## config.mk

```make
export PLATFORM = sky130hd
export DESIGN_NAME = dpf_host_flags
export DESIGN_NICKNAME = d
export VERILOG_FILES = /design/src/dpf_pkg.sv /design/src/dpf_host_flags.sv
export SDC_FILE = /design/constraint.sdc
export NUM_CORES = 1
export LEC_CHECK = 0
export BUFFER_PORTS_ARGS = -buffer_cell sky130_fd_sc_hd__buf_4
export CAP_MARGIN = 25
export CORE_ASPECT_RATIO = 1.5
export CORE_UTILIZATION = 46
export DETAILED_ROUTE_END_ITERATION = 10
export PLACE_DENSITY_LB_ADDON = 0.08
export SLEW_MARGIN = 20
export SYNTH_ARGS = -nofsm -noshare
export SYNTH_HDL_FRONTEND = slang
export SYNTH_SLANG_ARGS = --single-unit
export TNS_END_PERCENT = 10
```

## constraint.sdc

```tcl
create_clock -name clk_i -period 3.3 [get_ports clk_i]
set_input_delay 0.165 -clock clk_i [delete_from_list [all_inputs] [get_ports clk_i]]
set_output_delay 0.165 -clock clk_i [all_outputs]
set_load 0.03 [all_outputs]
```

## src/dpf_pkg.sv

```systemverilog
// package: command codes, word layouts and carrier types of the host flag/skip/read block
package dpf_pkg;

  // host word, bit 0 is the most significant bit as the host numbers it
  typedef logic [0:17] dpf_word_t;

  // programmed_io_command fields
  localparam int        IOT_OP_MSB     = 0;
  localparam int        IOT_OP_LSB     = 5;
  localparam int        IOT_DEV_MSB    = 6;
  localparam int        IOT_DEV_LSB    = 11;
  localparam int        IOT_SUB_MSB    = 12;
  localparam int        IOT_SUB_LSB    = 13;
  localparam logic [5:0] IOT_OPCODE    = 6'h38;
  localparam logic [5:0] IOT_DEV_A     = 6'h18;
  localparam logic [5:0] IOT_DEV_B     = 6'h19;

  // command index: {device B selected, subdevice}
  localparam logic [2:0] OP_INITIALIZE = 3'h0;
  localparam logic [2:0] OP_HOST_HALT  = 3'h1;
  localparam logic [2:0] OP_RESUME     = 3'h2;
  localparam logic [2:0] OP_CLEAR_ALL  = 3'h3;
  localparam logic [2:0] SK_HALT       = 3'h0;
  localparam logic [2:0] SK_PEN        = 3'h1;
  localparam logic [2:0] SK_BUTTON     = 3'h2;
  localparam logic [2:0] SK_BOUNDARY   = 3'h3;
  localparam logic [2:0] SK_ANY        = 3'h4;
  localparam logic [2:0] SK_ENABLED    = 3'h5;
  localparam logic [2:0] SK_HOST_HALT  = 3'h6;
  localparam logic [2:0] RD_STATUS_A   = 3'h0;
  localparam logic [2:0] RD_STATUS_B   = 3'h1;
  localparam logic [2:0] RD_FLAGS      = 3'h2;
  localparam logic [2:0] RD_PC         = 3'h4;
  localparam logic [2:0] RD_XPOS       = 3'h5;
  localparam logic [2:0] RD_YPOS       = 3'h6;

  // io_timing_pulse indices
  localparam int        IOP1           = 0;
  localparam int        IOP2           = 1;
  localparam int        IOP4           = 2;

  // flag / enable indices (same order for both)
  localparam int        FL_HALT        = 0;
  localparam int        FL_PEN         = 1;
  localparam int        FL_BOUNDARY    = 2;
  localparam int        FL_BUTTON      = 3;
  localparam int        FL_HOST_HALT   = 4;
  localparam int        NUM_FLAGS      = 5;

  // initialize_conditions_cmd accumulator bits
  localparam int        ACB_ENABLE     = 0;
  localparam int        ACB_CLEAR      = 5;
  localparam int        ACB_AREA_LOAD  = 10;
  localparam int        ACB_AREA_HIGH  = 11;
  localparam int        ACB_AREA_LOW   = 12;

  // parameter_status_word_a positions
  localparam int        SA_OFFSET      = 2;
  localparam int        SA_ROTATE      = 3;
  localparam int        SA_BLINK       = 4;
  localparam int        SA_AREA_HIGH   = 5;
  localparam int        SA_AREA_LOW    = 6;
  localparam int        SA_INC         = 7;
  localparam int        SA_ENABLE      = 11;
  localparam int        SA_PEN_FLAG_EN = 15;
  localparam int        SA_LINE        = 16;
  // parameter_status_word_b positions
  localparam int        SB_BUTTON      = 0;
  localparam int        SB_MOVE        = 6;
  localparam int        SB_BOUND_EN    = 7;
  localparam int        SB_INTENSITY   = 9;
  localparam int        SB_NAME        = 12;
  // flag status word, positions of halt, button, pen, boundary, host halt
  localparam int        SF_HALT        = 0;
  localparam int        SF_BUTTON      = 1;
  localparam int        SF_PEN         = 2;
  localparam int        SF_BOUNDARY    = 3;
  localparam int        SF_HOST_HALT   = 4;
  // position words
  localparam int        SP_OVERFLOW    = 5;
  localparam int        SP_VALUE       = 6;

  localparam logic [1:0] AREA_RESET    = 2'h0;
  localparam logic [4:0] FLAGS_RESET   = 5'h00;
  localparam logic [4:0] ENABLES_RESET = 5'h00;

  // parameter registers held by the display engine
  typedef struct packed {
    logic       offset;
    logic       rotate;
    logic       blink;
    logic [3:0] increment;
    logic [1:0] line;
    logic       pen_flag_enable;
    logic       boundary_flag_enable;
    logic       move;
    logic [2:0] intensity;
    logic [5:0] name;
  } dpf_params_t;

  // live status from the display engine, same clock
  typedef struct packed {
    logic        halt_flag_set;
    logic        pen_flag_set;
    logic        beam_beyond_area;
    logic        halted;
    logic [16:0] program_counter;
    logic        x_overflow;
    logic [11:0] x_position;
    logic        y_overflow;
    logic [11:0] y_position;
  } dpf_engine_t;

endpackage : dpf_pkg

```

## src/dpf_host_flags.sv

```systemverilog
// host command decoder: flag clearing, skip requests, interrupt and read-back words
module dpf_host_flags
  import dpf_pkg::*;
(
  input  wire logic        clk_i,
  input  wire logic        resetn_i,
  input  wire dpf_word_t   iot_word_i,
  input  wire logic [2:0]  io_timing_pulse_i,
  input  wire dpf_word_t   accumulator_i,
  input  wire logic [5:0]  button_i,
  input  wire dpf_params_t params_i,
  input  wire dpf_engine_t engine_i,
  output logic             skip_request_o,
  output dpf_word_t        read_data_o,
  output logic             read_drive_o,
  output logic             program_interrupt_o,
  output logic [1:0]       area_size_o,
  output logic             halt_request_o,
  output logic             resume_display_o
);

  typedef struct packed {
    dpf_word_t  iot_meta;
    dpf_word_t  iot_sync;
    dpf_word_t  ac_meta;
    dpf_word_t  ac_sync;
    logic [2:0] iop_meta;
    logic [2:0] iop_sync;
    logic [2:0] iop_prev;
    logic [5:0] button_meta;
    logic [5:0] button_sync;
    logic [4:0] flags;
    logic [4:0] enables;
    logic [1:0] area;
    logic       halt_pending;
    logic       resume;
    logic       skip;
    logic       read_active;
    dpf_word_t  read_data;
    logic       interrupt;
  } dpf_state_t;

  dpf_state_t state;
  dpf_state_t next_state;

  logic       cmd_ok;
  logic [2:0] cmd;
  logic       op_fire;
  logic       skip_hit;
  logic       read_hit;
  dpf_word_t  read_word;
  logic [4:0] armed;

  // command decode from the synchronised instruction word
  always_comb begin
    cmd_ok = (state.iot_sync[IOT_OP_MSB:IOT_OP_LSB] == IOT_OPCODE)
             && ((state.iot_sync[IOT_DEV_MSB:IOT_DEV_LSB] == IOT_DEV_A)
             || (state.iot_sync[IOT_DEV_MSB:IOT_DEV_LSB] == IOT_DEV_B));
    cmd = {state.iot_sync[IOT_DEV_MSB:IOT_DEV_LSB] == IOT_DEV_B,
           state.iot_sync[IOT_SUB_MSB:IOT_SUB_LSB]};
    op_fire = cmd_ok && state.iop_sync[IOP4] && !state.iop_prev[IOP4];
    armed = state.flags & state.enables;
  end

  // skip condition for the current command
  always_comb begin
    skip_hit = 1'h0;
    if (cmd_ok) begin
      unique case (cmd)
        SK_HALT:      skip_hit = state.flags[FL_HALT];
        SK_PEN:       skip_hit = state.flags[FL_PEN];
        SK_BUTTON:    skip_hit = state.flags[FL_BUTTON] | (|state.button_sync);
        SK_BOUNDARY:  skip_hit = state.flags[FL_BOUNDARY];
        SK_ANY:       skip_hit = |state.flags;
        SK_ENABLED:   skip_hit = |armed;
        SK_HOST_HALT: skip_hit = state.flags[FL_HOST_HALT];
        default:      skip_hit = 1'h0;
      endcase
    end
  end

  // read-back word for the current command
  always_comb begin
    read_word = '0;
    read_hit  = 1'h0;
    if (cmd_ok) begin
      unique case (cmd)
        RD_STATUS_A: begin
          read_hit                                = 1'h1;
          read_word[SA_OFFSET]                    = params_i.offset;
          read_word[SA_ROTATE]                    = params_i.rotate;
          read_word[SA_BLINK]                     = params_i.blink;
          read_word[SA_AREA_HIGH]                 = state.area[1];
          read_word[SA_AREA_LOW]                  = state.area[0];
          read_word[SA_INC:SA_INC+3]              = params_i.increment;
          read_word[SA_ENABLE]                    = state.enables[FL_HALT];
          read_word[SA_ENABLE+1]                  = state.enables[FL_PEN];
          read_word[SA_ENABLE+2]                  = state.enables[FL_BOUNDARY];
          read_word[SA_ENABLE+3]                  = state.enables[FL_BUTTON];
          read_word[SA_PEN_FLAG_EN]               = params_i.pen_flag_enable;
          read_word[SA_LINE:SA_LINE+1]            = params_i.line;
        end
        RD_STATUS_B: begin
          read_hit                                = 1'h1;
          read_word[SB_BUTTON:SB_BUTTON+5]        = state.button_sync;
          read_word[SB_MOVE]                      = params_i.move;
          read_word[SB_BOUND_EN]                  = params_i.boundary_flag_enable;
          read_word[SB_INTENSITY:SB_INTENSITY+2]  = params_i.intensity;
          read_word[SB_NAME:SB_NAME+5]            = params_i.name;
        end
        RD_FLAGS: begin
          read_hit                                = 1'h1;
          read_word[SF_HALT]                      = state.flags[FL_HALT];
          read_word[SF_BUTTON]                    = state.flags[FL_BUTTON];
          read_word[SF_PEN]                       = state.flags[FL_PEN];
          read_word[SF_BOUNDARY]                  = state.flags[FL_BOUNDARY];
          read_word[SF_HOST_HALT]                 = state.flags[FL_HOST_HALT];
        end
        RD_PC: begin
          read_hit                                = 1'h1;
          read_word[1:17]                         = engine_i.program_counter;
        end
        RD_XPOS: begin
          read_hit                                = 1'h1;
          read_word[SP_OVERFLOW]                  = engine_i.x_overflow;
          read_word[SP_VALUE:17]                  = engine_i.x_position;
        end
        RD_YPOS: begin
          read_hit                                = 1'h1;
          read_word[SP_OVERFLOW]                  = engine_i.y_overflow;
          read_word[SP_VALUE:17]                  = engine_i.y_position;
        end
        default: begin
          read_hit                                = 1'h0;
        end
      endcase
    end
  end

  // next state: synchronisers, operate commands, flag setting
  always_comb begin
    next_state             = state;
    next_state.iot_meta    = iot_word_i;
    next_state.iot_sync    = state.iot_meta;
    next_state.ac_meta     = accumulator_i;
    next_state.ac_sync     = state.ac_meta;
    next_state.iop_meta    = io_timing_pulse_i;
    next_state.iop_sync    = state.iop_meta;
    next_state.iop_prev    = state.iop_sync;
    next_state.button_meta = button_i;
    next_state.button_sync = state.button_meta;
    next_state.resume      = 1'h0;

    // operate commands act once, on the rising edge of pulse 4
    if (op_fire) begin
      unique case (cmd)
        OP_INITIALIZE: begin
          for (int i = 0; i < NUM_FLAGS; i++) begin
            next_state.enables[i] = state.ac_sync[ACB_ENABLE+i];
            if (state.ac_sync[ACB_CLEAR+i]) begin
              next_state.flags[i] = 1'h0;
            end
          end
          if (state.ac_sync[ACB_AREA_LOAD]) begin
            next_state.area = {state.ac_sync[ACB_AREA_HIGH],
                               state.ac_sync[ACB_AREA_LOW]};
          end
        end
        OP_HOST_HALT: begin
          next_state.halt_pending = 1'h1;
        end
        OP_RESUME: begin
          next_state.flags        = '0;
          next_state.halt_pending = 1'h0;
          next_state.resume       = 1'h1;
        end
        OP_CLEAR_ALL: begin
          next_state.flags = '0;
        end
        default: begin
          next_state.flags = state.flags;
        end
      endcase
    end

    // hardware sets win over a clear in the same cycle
    if (engine_i.halt_flag_set) begin
      next_state.flags[FL_HALT] = 1'h1;
    end
    if (engine_i.pen_flag_set) begin
      next_state.flags[FL_PEN] = 1'h1;
    end
    if (params_i.boundary_flag_enable && engine_i.beam_beyond_area) begin
      next_state.flags[FL_BOUNDARY] = 1'h1;
    end
    if (|state.button_sync) begin
      next_state.flags[FL_BUTTON] = 1'h1;
    end
    if (state.halt_pending && engine_i.halted) begin
      next_state.flags[FL_HOST_HALT] = 1'h1;
      next_state.halt_pending        = 1'h0;
    end

    // skip and read answers exist only while their pulse stands
    next_state.skip        = state.iop_sync[IOP1] && skip_hit;
    next_state.read_active = state.iop_sync[IOP2] && read_hit;
    next_state.read_data   = (state.iop_sync[IOP2] && read_hit) ? read_word : '0;
    next_state.interrupt   = |armed;
  end

  always_ff @(posedge clk_i) begin
    if (!resetn_i) begin
      state         <= '0;
      state.flags   <= FLAGS_RESET;
      state.enables <= ENABLES_RESET;
      state.area    <= AREA_RESET;
    end else begin
      state <= next_state;
    end
  end

  assign skip_request_o      = state.skip;
  assign read_data_o         = state.read_data;
  assign read_drive_o        = state.read_active;
  assign program_interrupt_o = state.interrupt;
  assign area_size_o         = state.area;
  assign halt_request_o      = state.halt_pending;
  assign resume_display_o    = state.resume;

endmodule : dpf_host_flags

```

==> results_dict.tcl, run 1 <==
set metrics [dict create \
    dieHeight_um 119 \
    grt_max_degree 91 \
    ys_seq_elements 108 \
    worst_hold_path_type "input port to register" \
    starting_density_of_the_core_pct 47.5 \
    wirelength_mm 8.71 \
    power_per_cell_area_nw_per_um2 491 \
    max_slew_margin_pct 57.7 \
    synth.net_count 532 \
    setup_total_negative_slack_ns 0 \
    post_route_cells_drive_above_1_share_pct 32.9 \
    number_of_buffers_on_the_longest_clock_path 2 \
    seq_total_area_yosys_pct 51.5 \
    clk_root_buffer_cell "clkbuf_16" \
    cts_htree_levels 3 \
    place.detailed.hpwl_mm 6.33 \
    globalRoute.busiestLayer "met2" \
    critPathKind "register to register" \
    cts_setup_buffers 0 \
    run_status "complete, no violations" \
    setup.worst_path.end_class "register" \
    fillerInstances 804 \
    core_area_um2 8830 \
    vias_in_the_first_global_route 3023 \
    power.ir.vdd_worst_mv 0.384 \
    tritoncts.num_buffers 9 \
    hold-worst-slack_ns 0.0249 \
    gr-usage-met3_pct 3.83 \
    max_freq_mhz 461 \
    cts.reportedPaths.clkPinSlew_ns 0.07 \
    post_route_fraction_of_the_period_consumed_by_the_critical_path_pct 65.7 \
    drtAntennaViolNets 0 \
    grt_util_all_layers_pct 19.0 \
    worst-path-max-fanout 12 \
    die_area_um2 9520 \
    timing.final.hold_violations 0 \
    worst-slew-pin-transition_ns 0.634 \
    combinationalPowerShare_pct 7.8 \
    clock_insertion_delay_worst_skew_ns 0.34 \
    count_of_buffers_from_port_buffering 130 \
    grt_setup_unrepaired "no" \
    share_of_power_burned_in_registers_pct 52.1 \
    tritoncts "built" \
    grt_first_pass_wirelength_mm 13.8 \
    grt_antenna_before_repair 0 \
    crit_arrival_ns 2.46 \
    syn-cell-area_um2 4200 \
    drt_first_pass_iters 5 \
    grt_util_met1_pct 21.3 \
    yosys_warnings 0 \
    mapped_avg_cell_area_um2 10.1 \
    post_cts_resize_count 0 \
    drt-initial-drc-count 232 \
    cp_slowest_cell "or4b_4" \
    clkSinkCount 108 \
    cell_internal_pwr_mw 2.09 \
    switching_power_mw 0.539 \
    ys_types 50 \
    min_period_ns 2.17 \
    synthCells 417 \
    globalRouteOverflowTotal 0 \
    fin_total_pwr_mw 2.63 \
    finish.net_count 634 \
    detailroute.via_count 3138 \
    groute.layer.met2.usage_pct 33.6 \
    switching_share_pct 20.5 \
    area.growth.synth_to_final_pct 27.4 \
    p_clk_share_pct 40.0 \
    hold_buffers 0 \
    worst-endpoint-required_ns 3.59 \
    globalplace.congestion 0.808 \
    per_cell_routed_wire_length_um 13.8 \
    leakagePower_nw 2.37 \
    diodes 0 \
    drcViolationCount 0 \
    final-setup-viol-count 0 \
    fin_worst_skew_ns 0.00568 \
    report.final.slew_viol_count 0 \
    critPathMaxStageDelay_ns 0.55 \
    cell_chain_of_the_critical_path "or4b_4 > nor4_4 > nand4_4 > a21oi_4 > and2_2" \
    worstSetupStartpointType "register" \
    io_pins 140 \
    via_per_inst 4.96 \
    layout.core_utilization_pct 60.6 \
    num_rows 42 \
    die_w_um 80 \
    total_of_max_cap_violations 0 \
]
==> final timing paths <==
| path | slack (ns) | start | to | depth (start not counted) |
|---|---|---|---|---|
| max reg2reg | 1.13 | state[105]$_SDFF_PN0_ | read_data_o[4]$_SDFF_PN0_ | 5 |
| max | 1.13 | state[105]$_SDFF_PN0_ | read_data_o[4]$_SDFF_PN0_ | 5 |
| min reg2reg | 0.43 | next_state[40]$_SDFF_PN0_ | state[40]$_SDFF_PN0_ | 1 |
| min | 0.02 | accumulator_i[7] | next_state[63]$_SDFF_PN0_ | 2 |
==> power groups by stage <==
stage          logic [mW]  clock network, mW  registers [mW]
6_report            0.206               1.05            1.37
5_1_grt             0.228               1.13            1.37
4_1_cts             0.209               1.07            1.37
3_5_place_dp        0.208                  0            1.40
3_3_place_gp        0.205                  0            1.40
2_1_floorplan       0.101                  0            1.39
==> state kept, by name, summed over array words and instances, names as in the netlist <==
signal and cells:
area_size_o 2, read_drive_o 1, resume_display_o 1, read_data_o 18, cmd 2, state 42
skip_request_o 1, program_interrupt_o 1, halt_request_o 1, next_state 39
==> cell usage in the layout (no fill, tap or decap), types with 3 or more instances in the layout <==
master / netlist / routed
a21oi_1: 21 / 21
a22oi_1: 7 / 7
and2_1: 77 / 77
and3_1: 4 / 4
buf_4: 20 / 134
clkbuf_16: 0 / 9
dfxtp_1: 108 / 108
inv_1: 5 / 5
mux2_2: 12 / 12
mux2i_1: 15 / 15
nand2_1: 32 / 32
nand3_1: 8 / 8
nand3b_1: 7 / 7
nor2_1: 12 / 12
nor2b_1: 4 / 4
nor3b_1: 3 / 3
o21a_1: 8 / 8
o21ai_0: 13 / 13
o22ai_1: 6 / 6
==> cells by family after synthesis <==
| kind of cell | share of synthesized area, % |
|---|---|
| buffers and inverters | 7.42 |
| AOI/OAI and AO/OA | 10.6 |
| DFF | 51.5 |
| and+or+nand+nor | 23.7 |
| muxes | 6.80 |
==> routing by layer <==
metal	wire length (µm)	share of wire, %
met1	3500	40
met2	4410	51
met3	561	6.4
met4	232	2.7
met5	0	0
==> critical path: cells and delay by family (launching register included) <==
family	cells	cell delay [ns]
compound gates	1	0.37
flops	1	0.30
simple gates	4	1.44
==> metrics by stage <==
step / worst slack [ns] / std cells / cell area, µm²
after floorplan: 1.43 / 417 / 4200
after global placement: 1.11 / 618 / 5050
after detailed placement: 1.11 / 618 / 5050
after CTS: 1.10 / 633 / 5350
after global routing: 0.875 / 633 / 5350
final: 1.13 / 633 / 5350
==> Yosys cell counts, drive strengths merged <==
| cell type | count | area (µm²) |
|---|---|---|
| and3 | 5 | 32.5 |
| o21a | 8 | 60.1 |
| nand3 | 9 | 50.1 |
| o221a | 1 | 11.3 |
| a21oi | 22 | 121 |
| mux2i | 15 | 150 |
| a22oi | 7 | 52.6 |
| buf | 26 | 205 |
| and2 | 79 | 497 |
| nor4bb | 1 | 10.0 |
| nand2 | 32 | 120 |
| dfxtp | 108 | 2160 |
| a31oi | 2 | 12.5 |
| nand4bb | 1 | 16.3 |
| a211oi | 1 | 7.51 |
| nand4 | 2 | 27.5 |
| a222oi | 1 | 10.0 |
| clkbuf | 17 | 87.6 |
| nand2b | 1 | 6.26 |
| nor2 | 12 | 45.0 |
| nor2b | 4 | 25.0 |
| a221o | 2 | 20.0 |
| nor3b | 4 | 35.0 |
| o22ai | 6 | 37.5 |
| nand3b | 7 | 52.6 |
| or4b | 1 | 13.8 |
| or4 | 1 | 7.51 |
| inv | 5 | 18.8 |
| mux2 | 12 | 135 |
| o2111ai | 1 | 8.76 |
| o31ai | 1 | 7.51 |
| o21ai | 14 | 70.1 |
| a31o | 3 | 26.3 |
| nor4 | 2 | 27.5 |
| nor3 | 3 | 20.0 |
| or2b | 1 | 7.51 |
==> cell type report <==
type	count	area (µm²)	share of cell area, %
Clock buffer	12	246	4.61
Clock inverter	3	47.5	0.889
Inverter	5	18.8	0.351
Multi-Input combinational cell	261	1730	32.4
Sequential cell	108	2160	40.4
Tap cell	110	138	2.57
Timing Repair Buffer	134	1010	18.8
Power figures use the tool's default switching activity.
==> run 2, diff against run 1 <==
- clock period: 3.3 -> 2.1 ns (I/O delays scaled with it)
==> results_dict.tcl, run 2 (synthesized netlist as in run 1, its figures left out) <==
set metrics [dict create \
    run_status "complete, no violations" \
    min_period_ns 1.98 \
    vias_in_the_first_global_route 3266 \
    area.growth.synth_to_final_pct 37.2 \
    setup.worst_path.end_class "register" \
    final-setup-viol-count 0 \
    tritoncts.num_buffers 9 \
    grt_antenna_before_repair 0 \
    critPathKind "register to register" \
    setup.reg_to_reg.worst_slack_ns 0.12 \
    count_of_buffers_from_port_buffering 130 \
    number_of_buffers_on_the_longest_clock_path 2 \
    cts_htree_levels 3 \
    globalRouteOverflowTotal 0 \
    grt_setup_unrepaired "no" \
    post_route_fraction_of_the_period_consumed_by_the_critical_path_pct 94.4 \
    mostFrequentLayoutCell "buf_4" \
    worst-slew-pin-transition_ns 0.602 \
    globalplace.congestion 0.816 \
    post_route_cells_drive_above_1_share_pct 31.5 \
    grt_max_degree 75 \
    via_per_inst 4.88 \
    clock_insertion_delay_worst_skew_ns 0.35 \
    place.detailed.hpwl_mm 6.57 \
    per_cell_routed_wire_length_um 13.6 \
    die_area_um2 9520 \
    grt_first_pass_wirelength_mm 14.6 \
    hold-worst-slack_ns 0.0248 \
    grt_util_all_layers_pct 20.3 \
    fillerInstances 766 \
    crit_arrival_ns 2.28 \
    fin_worst_skew_ns 0.00943 \
    timing.final.hold_violations 0 \
    power_per_cell_area_nw_per_um2 709 \
    worst_hold_path_type "input port to register" \
    wirelength_mm 9.24 \
    report.final.slew_viol_count 0 \
    dieHeight_um 119 \
    drcViolationCount 0 \
    largest_register_ffs 42 \
    diodes 0 \
    die_w_um 80 \
    max_slew_margin_pct 59.8 \
    drt_first_pass_iters 4 \
    worst-endpoint-required_ns 2.40 \
    leakagePower_nw 2.56 \
    worst_slack_ns 0.117 \
    drt-initial-drc-count 178 \
    cts.reportedPaths.clkPinSlew_ns 0.07 \
    clkSinkCount 108 \
    post_cts_resize_count 0 \
    area_taken_by_multi_input_logic_gates_um2 1730 \
    setup_total_negative_slack_ns 0 \
    drtAntennaViolNets 0 \
    worst-path-max-fanout 12 \
    regArea_um2 2160 \
    num_rows 42 \
    clk_root_buffer_cell "clkbuf_16" \
    post-place-ws_ns 0.0961 \
    total_of_max_cap_violations 0 \
    hold_buffers 38 \
    cts_setup_buffers 0 \
    max_freq_mhz 504 \
    starting_density_of_the_core_pct 47.5 \
    tritoncts "built" \
    power.ir.vdd_worst_mv 0.622 \
    detailroute.via_count 3314 \
    largest_register_by_flop_count "state" \
    worstSetupStartpointType "register" \
    mostFrequentLayoutCells "buf_4 (141), dfxtp_1 (108), and2_1 (77)" \
    core_area_um2 8830 \
    finish.net_count 679 \
    io_pins 140 \
]
[run 2: cell types whose count changed in the layout (fill, tap and decap cells not counted), sizes merged]
cell	previous run	this run
dlygate4sd3	0	38
buf	134	141
bufinv	1	0
clkbuf	12	13
clkinv	2	3
[run 2: layer usage]
layer  share of wire, %  global-route usage [%]
met1                 39                    20.9
met2                 52                    36.7
met3                5.9                    3.75
met4                3.3                    12.5
met5                  0                       0
[run 2: worst paths after layout]
check	from	to	depth (start not counted)
setup / recovery	state[105]$_SDFF_PN0_	read_data_o[4]$_SDFF_PN0_	6
hold / removal	engine_i[41]	read_data_o[15]$_SDFF_PN0_	3
setup reg to reg	state[105]$_SDFF_PN0_	read_data_o[4]$_SDFF_PN0_	6
hold reg to reg	next_state[66]$_SDFF_PN0_	state[66]$_SDFF_PN0_	1
[run 2: critical path: stages, from the launching register on]
cell	delay (ns)
dfxtp_1	0.30
or4b_4	0.55
nor4_4	0.20
buf_4	0.18
nand4_4	0.16
a21oi_4	0.32
and2_2	0.21
[run 2: stage by stage]
stage               area, µm²  cells  utilization, %  total power, mW
finish                   5760    679            65.2             4.09
global route             5760    679            65.2             4.25
CTS                      5760    679            65.2             4.11
detailed placement       5110    625            57.9             2.53
global placement         5110    625            57.9             2.52
floorplan                4200    417               -             2.34
[run 2: final cells by class]
cell class,count,share of cell area (%)
Inverter,5,0.326
Clock inverter,3,0.391
Sequential cell,108,37.5
Timing Repair Buffer,179,25.0
Tap cell,110,2.39
Multi-Input combinational cell,261,30.0
Clock buffer,13,4.34
[run 2: power breakdown]
part	total [mW]	switching [mW]	internal (mW)
clock	1.55	0.709	0.840
combinational	0.383	0.129	0.255
sequential	2.15	0.0336	2.12
==> run 3, diff against run 2 <==
- CORE_UTILIZATION: 46 -> 45
- clock period: 2.1 -> 1.7 ns (I/O delays scaled with it)
==> results_dict.tcl, run 3 (synthesized netlist as in run 1, its figures left out) <==
set metrics [dict create \
    run_status "finished, violations left" \
    failed_checks "negative setup slack" \
    fin_total_pwr_mw 5.08 \
    wirelength_mm 9.56 \
    min_period_ns 1.78 \
    cp_slowest_cell "or4b_4" \
    worstHoldEndpoint "read_data_o[15]$_SDFF_PN0_" \
    critPathKind "register to register" \
    max_freq_mhz 562 \
    worst_slack_ns -0.0779 \
    finish.net_count 693 \
    globalplace.congestion 0.855 \
    worstSetupStartpointType "register" \
    cell_chain_of_the_critical_path "or4b_4 > nor4_4 > buf_4 > nor3b_4 > buf_4 > and3_1" \
    drt_first_pass_iters 5 \
    detailroute.via_count 3384 \
    mostFrequentLayoutCells "buf_4 (148), dfxtp_1 (108), and2_1 (77)" \
    clock_insertion_delay_worst_skew_ns 0.34 \
    worst_path_most_repeated_cell "buf_4" \
    setup.worst_path.end_class "register" \
    grt_antenna_before_repair 0 \
    leakagePower_nw 2.65 \
    clk_root_buffer_cell "clkbuf_16" \
    timing.hold.worst_path_depth 3 \
    grt_max_degree 38 \
    power.ir.vdd_worst_mv 0.806 \
    fillerInstances 732 \
    share_of_power_burned_in_registers_pct 52.3 \
    worst-slew-pin-transition_ns 0.693 \
    p_clk_share_pct 37.8 \
    number_of_buffers_on_the_longest_clock_path 2 \
    largest_register_by_flop_count "state" \
    grt_util_all_layers_pct 20.7 \
    globalRouteOverflowTotal 0 \
    per_cell_routed_wire_length_um 13.9 \
    die_area_um2 9730 \
    num_rows 42 \
    max_slew_margin_pct 53.8 \
    starting_density_of_the_core_pct 47.0 \
    tritoncts.num_buffers 9 \
    fin_worst_skew_ns 0.00753 \
    cell_internal_pwr_mw 4.07 \
    setup.reg_to_reg.worst_slack_ns -0.08 \
    diodes 0 \
    core_area_um2 8930 \
    vias_in_the_first_global_route 3434 \
    largest_register_ffs 42 \
    io_pins 140 \
    setup_total_negative_slack_ns -0.994 \
    worst-endpoint-required_ns 1.97 \
    mostFrequentLayoutCell "buf_4" \
    grt_first_pass_wirelength_mm 15.3 \
    combinationalPowerShare_pct 9.9 \
    total_of_max_cap_violations 0 \
    post_route_fraction_of_the_period_consumed_by_the_critical_path_pct 105 \
    via_per_inst 4.90 \
    drcViolationCount 0 \
    switching_share_pct 20.0 \
    reg2reg_to "resume_display_o$_SDFF_PN0_" \
    area.growth.synth_to_final_pct 42.6 \
    post_route_cells_drive_above_1_share_pct 34.1 \
    tritoncts "built" \
    clkSinkCount 108 \
    worstReg2RegStart "state[105]$_SDFF_PN0_" \
    drtAntennaViolNets 0 \
    worst-path-max-fanout 5 \
    power_per_cell_area_nw_per_um2 849 \
    grt_setup_unrepaired "yes" \
    critPathMaxStageDelay_ns 0.54 \
    count_of_buffers_from_port_buffering 130 \
    cts_htree_levels 3 \
    place.detailed.hpwl_mm 6.94 \
    drt-initial-drc-count 184 \
    die_w_um 80.9 \
    hold_path.startpoint "engine_i[41]" \
    report.final.slew_viol_count 0 \
    switching_power_mw 1.02 \
    timing.final.hold_violations 0 \
    dieHeight_um 120 \
    reg2reg_depth 6 \
    crit_arrival_ns 2.05 \
    final-setup-viol-count 26 \
    worst_hold_path_type "input port to register" \
    cts.reportedPaths.clkPinSlew_ns 0.06 \
]
-- run 3: how the worst max path moves through the flow --
stage / start / end / cells past startpoint
after detailed placement: state[106]$_SDFF_PN0_ / read_data_o[3]$_SDFF_PN0_ / 6
after global placement: state[106]$_SDFF_PN0_ / read_data_o[3]$_SDFF_PN0_ / 6
final: state[105]$_SDFF_PN0_ / resume_display_o$_SDFF_PN0_ / 6
after CTS: state[105]$_SDFF_PN0_ / state[29]$_SDFFE_PN0P_ / 7
after global routing: state[101]$_SDFF_PN0_ / read_data_o[4]$_SDFF_PN0_ / 6
after floorplan: state[106]$_SDFF_PN0_ / read_data_o[5]$_SDFF_PN0_ / 6
-- run 3: layout make-up --
cell class | count | area, µm² | area share (%)
Multi-Input combinational cell | 261 | 1790 | 29.9
Inverter | 5 | 18.8 | 0.314
Clock inverter | 2 | 38.8 | 0.648
Tap cell | 110 | 138 | 2.30
Sequential cell | 108 | 2160 | 36.1
Timing Repair Buffer | 193 | 1610 | 26.8
Clock buffer | 11 | 233 | 3.89
-- run 3: power by group through the flow --
stage,sequential [mW],combinational [mW],clock [mW]
2_1_floorplan,2.70,0.196,0
3_3_place_gp,2.71,0.422,0
3_5_place_dp,2.71,0.429,0
4_1_cts,2.66,0.500,1.99
5_1_grt,2.66,0.551,2.09
6_report,2.66,0.504,1.92
-- run 3: critical path, delay by kind of cell, from the launching register on --
kind	cells	cell delay, ns
buffers and inverters	2	0.33
DFF	1	0.30
and+or+nand+nor	4	1.08
-- run 3: metal layers --
| layer | vias up | share of wire, % | GRT usage (%) |
|---|---|---|---|
| met1 | 1541 | 37 | 21.2 |
| met5 | - | 0 | 0 |
| met3 | 22 | 6.5 | 4.15 |
| li1 | 1709 | - | - |
| met4 | 0 | 2.5 | 9.60 |
| met2 | 112 | 54 | 38.9 |
-- run 3: timing repair --
action | in CTS | in global routing
hold buffers | 38 | 0
endpoints found under the setup margin | 26 | 33
setup buffers | 1 | 2
hold endpoints to repair | 38 | 0
resized for setup | 2 | 13
pin swaps | 4 | 3
-- run 3: through the flow --
| step | cell area (µm²) | util [%] | std cells | hold WS, ns | worst slack [ns] |
|---|---|---|---|---|---|
| 2_1_floorplan | 4200 | - | 417 | 0.193 | -0.0539 |
| 3_3_place_gp | 5230 | 58.6 | 636 | 0.293 | -0.103 |
| 3_5_place_dp | 5230 | 58.6 | 636 | 0.295 | -0.139 |
| 4_1_cts | 5920 | 66.2 | 688 | 0.00706 | -0.0580 |
| 5_1_grt | 5990 | 67.0 | 690 | 0.0271 | -0.147 |
| 6_report | 5990 | 67.0 | 690 | 0.0204 | -0.0779 |
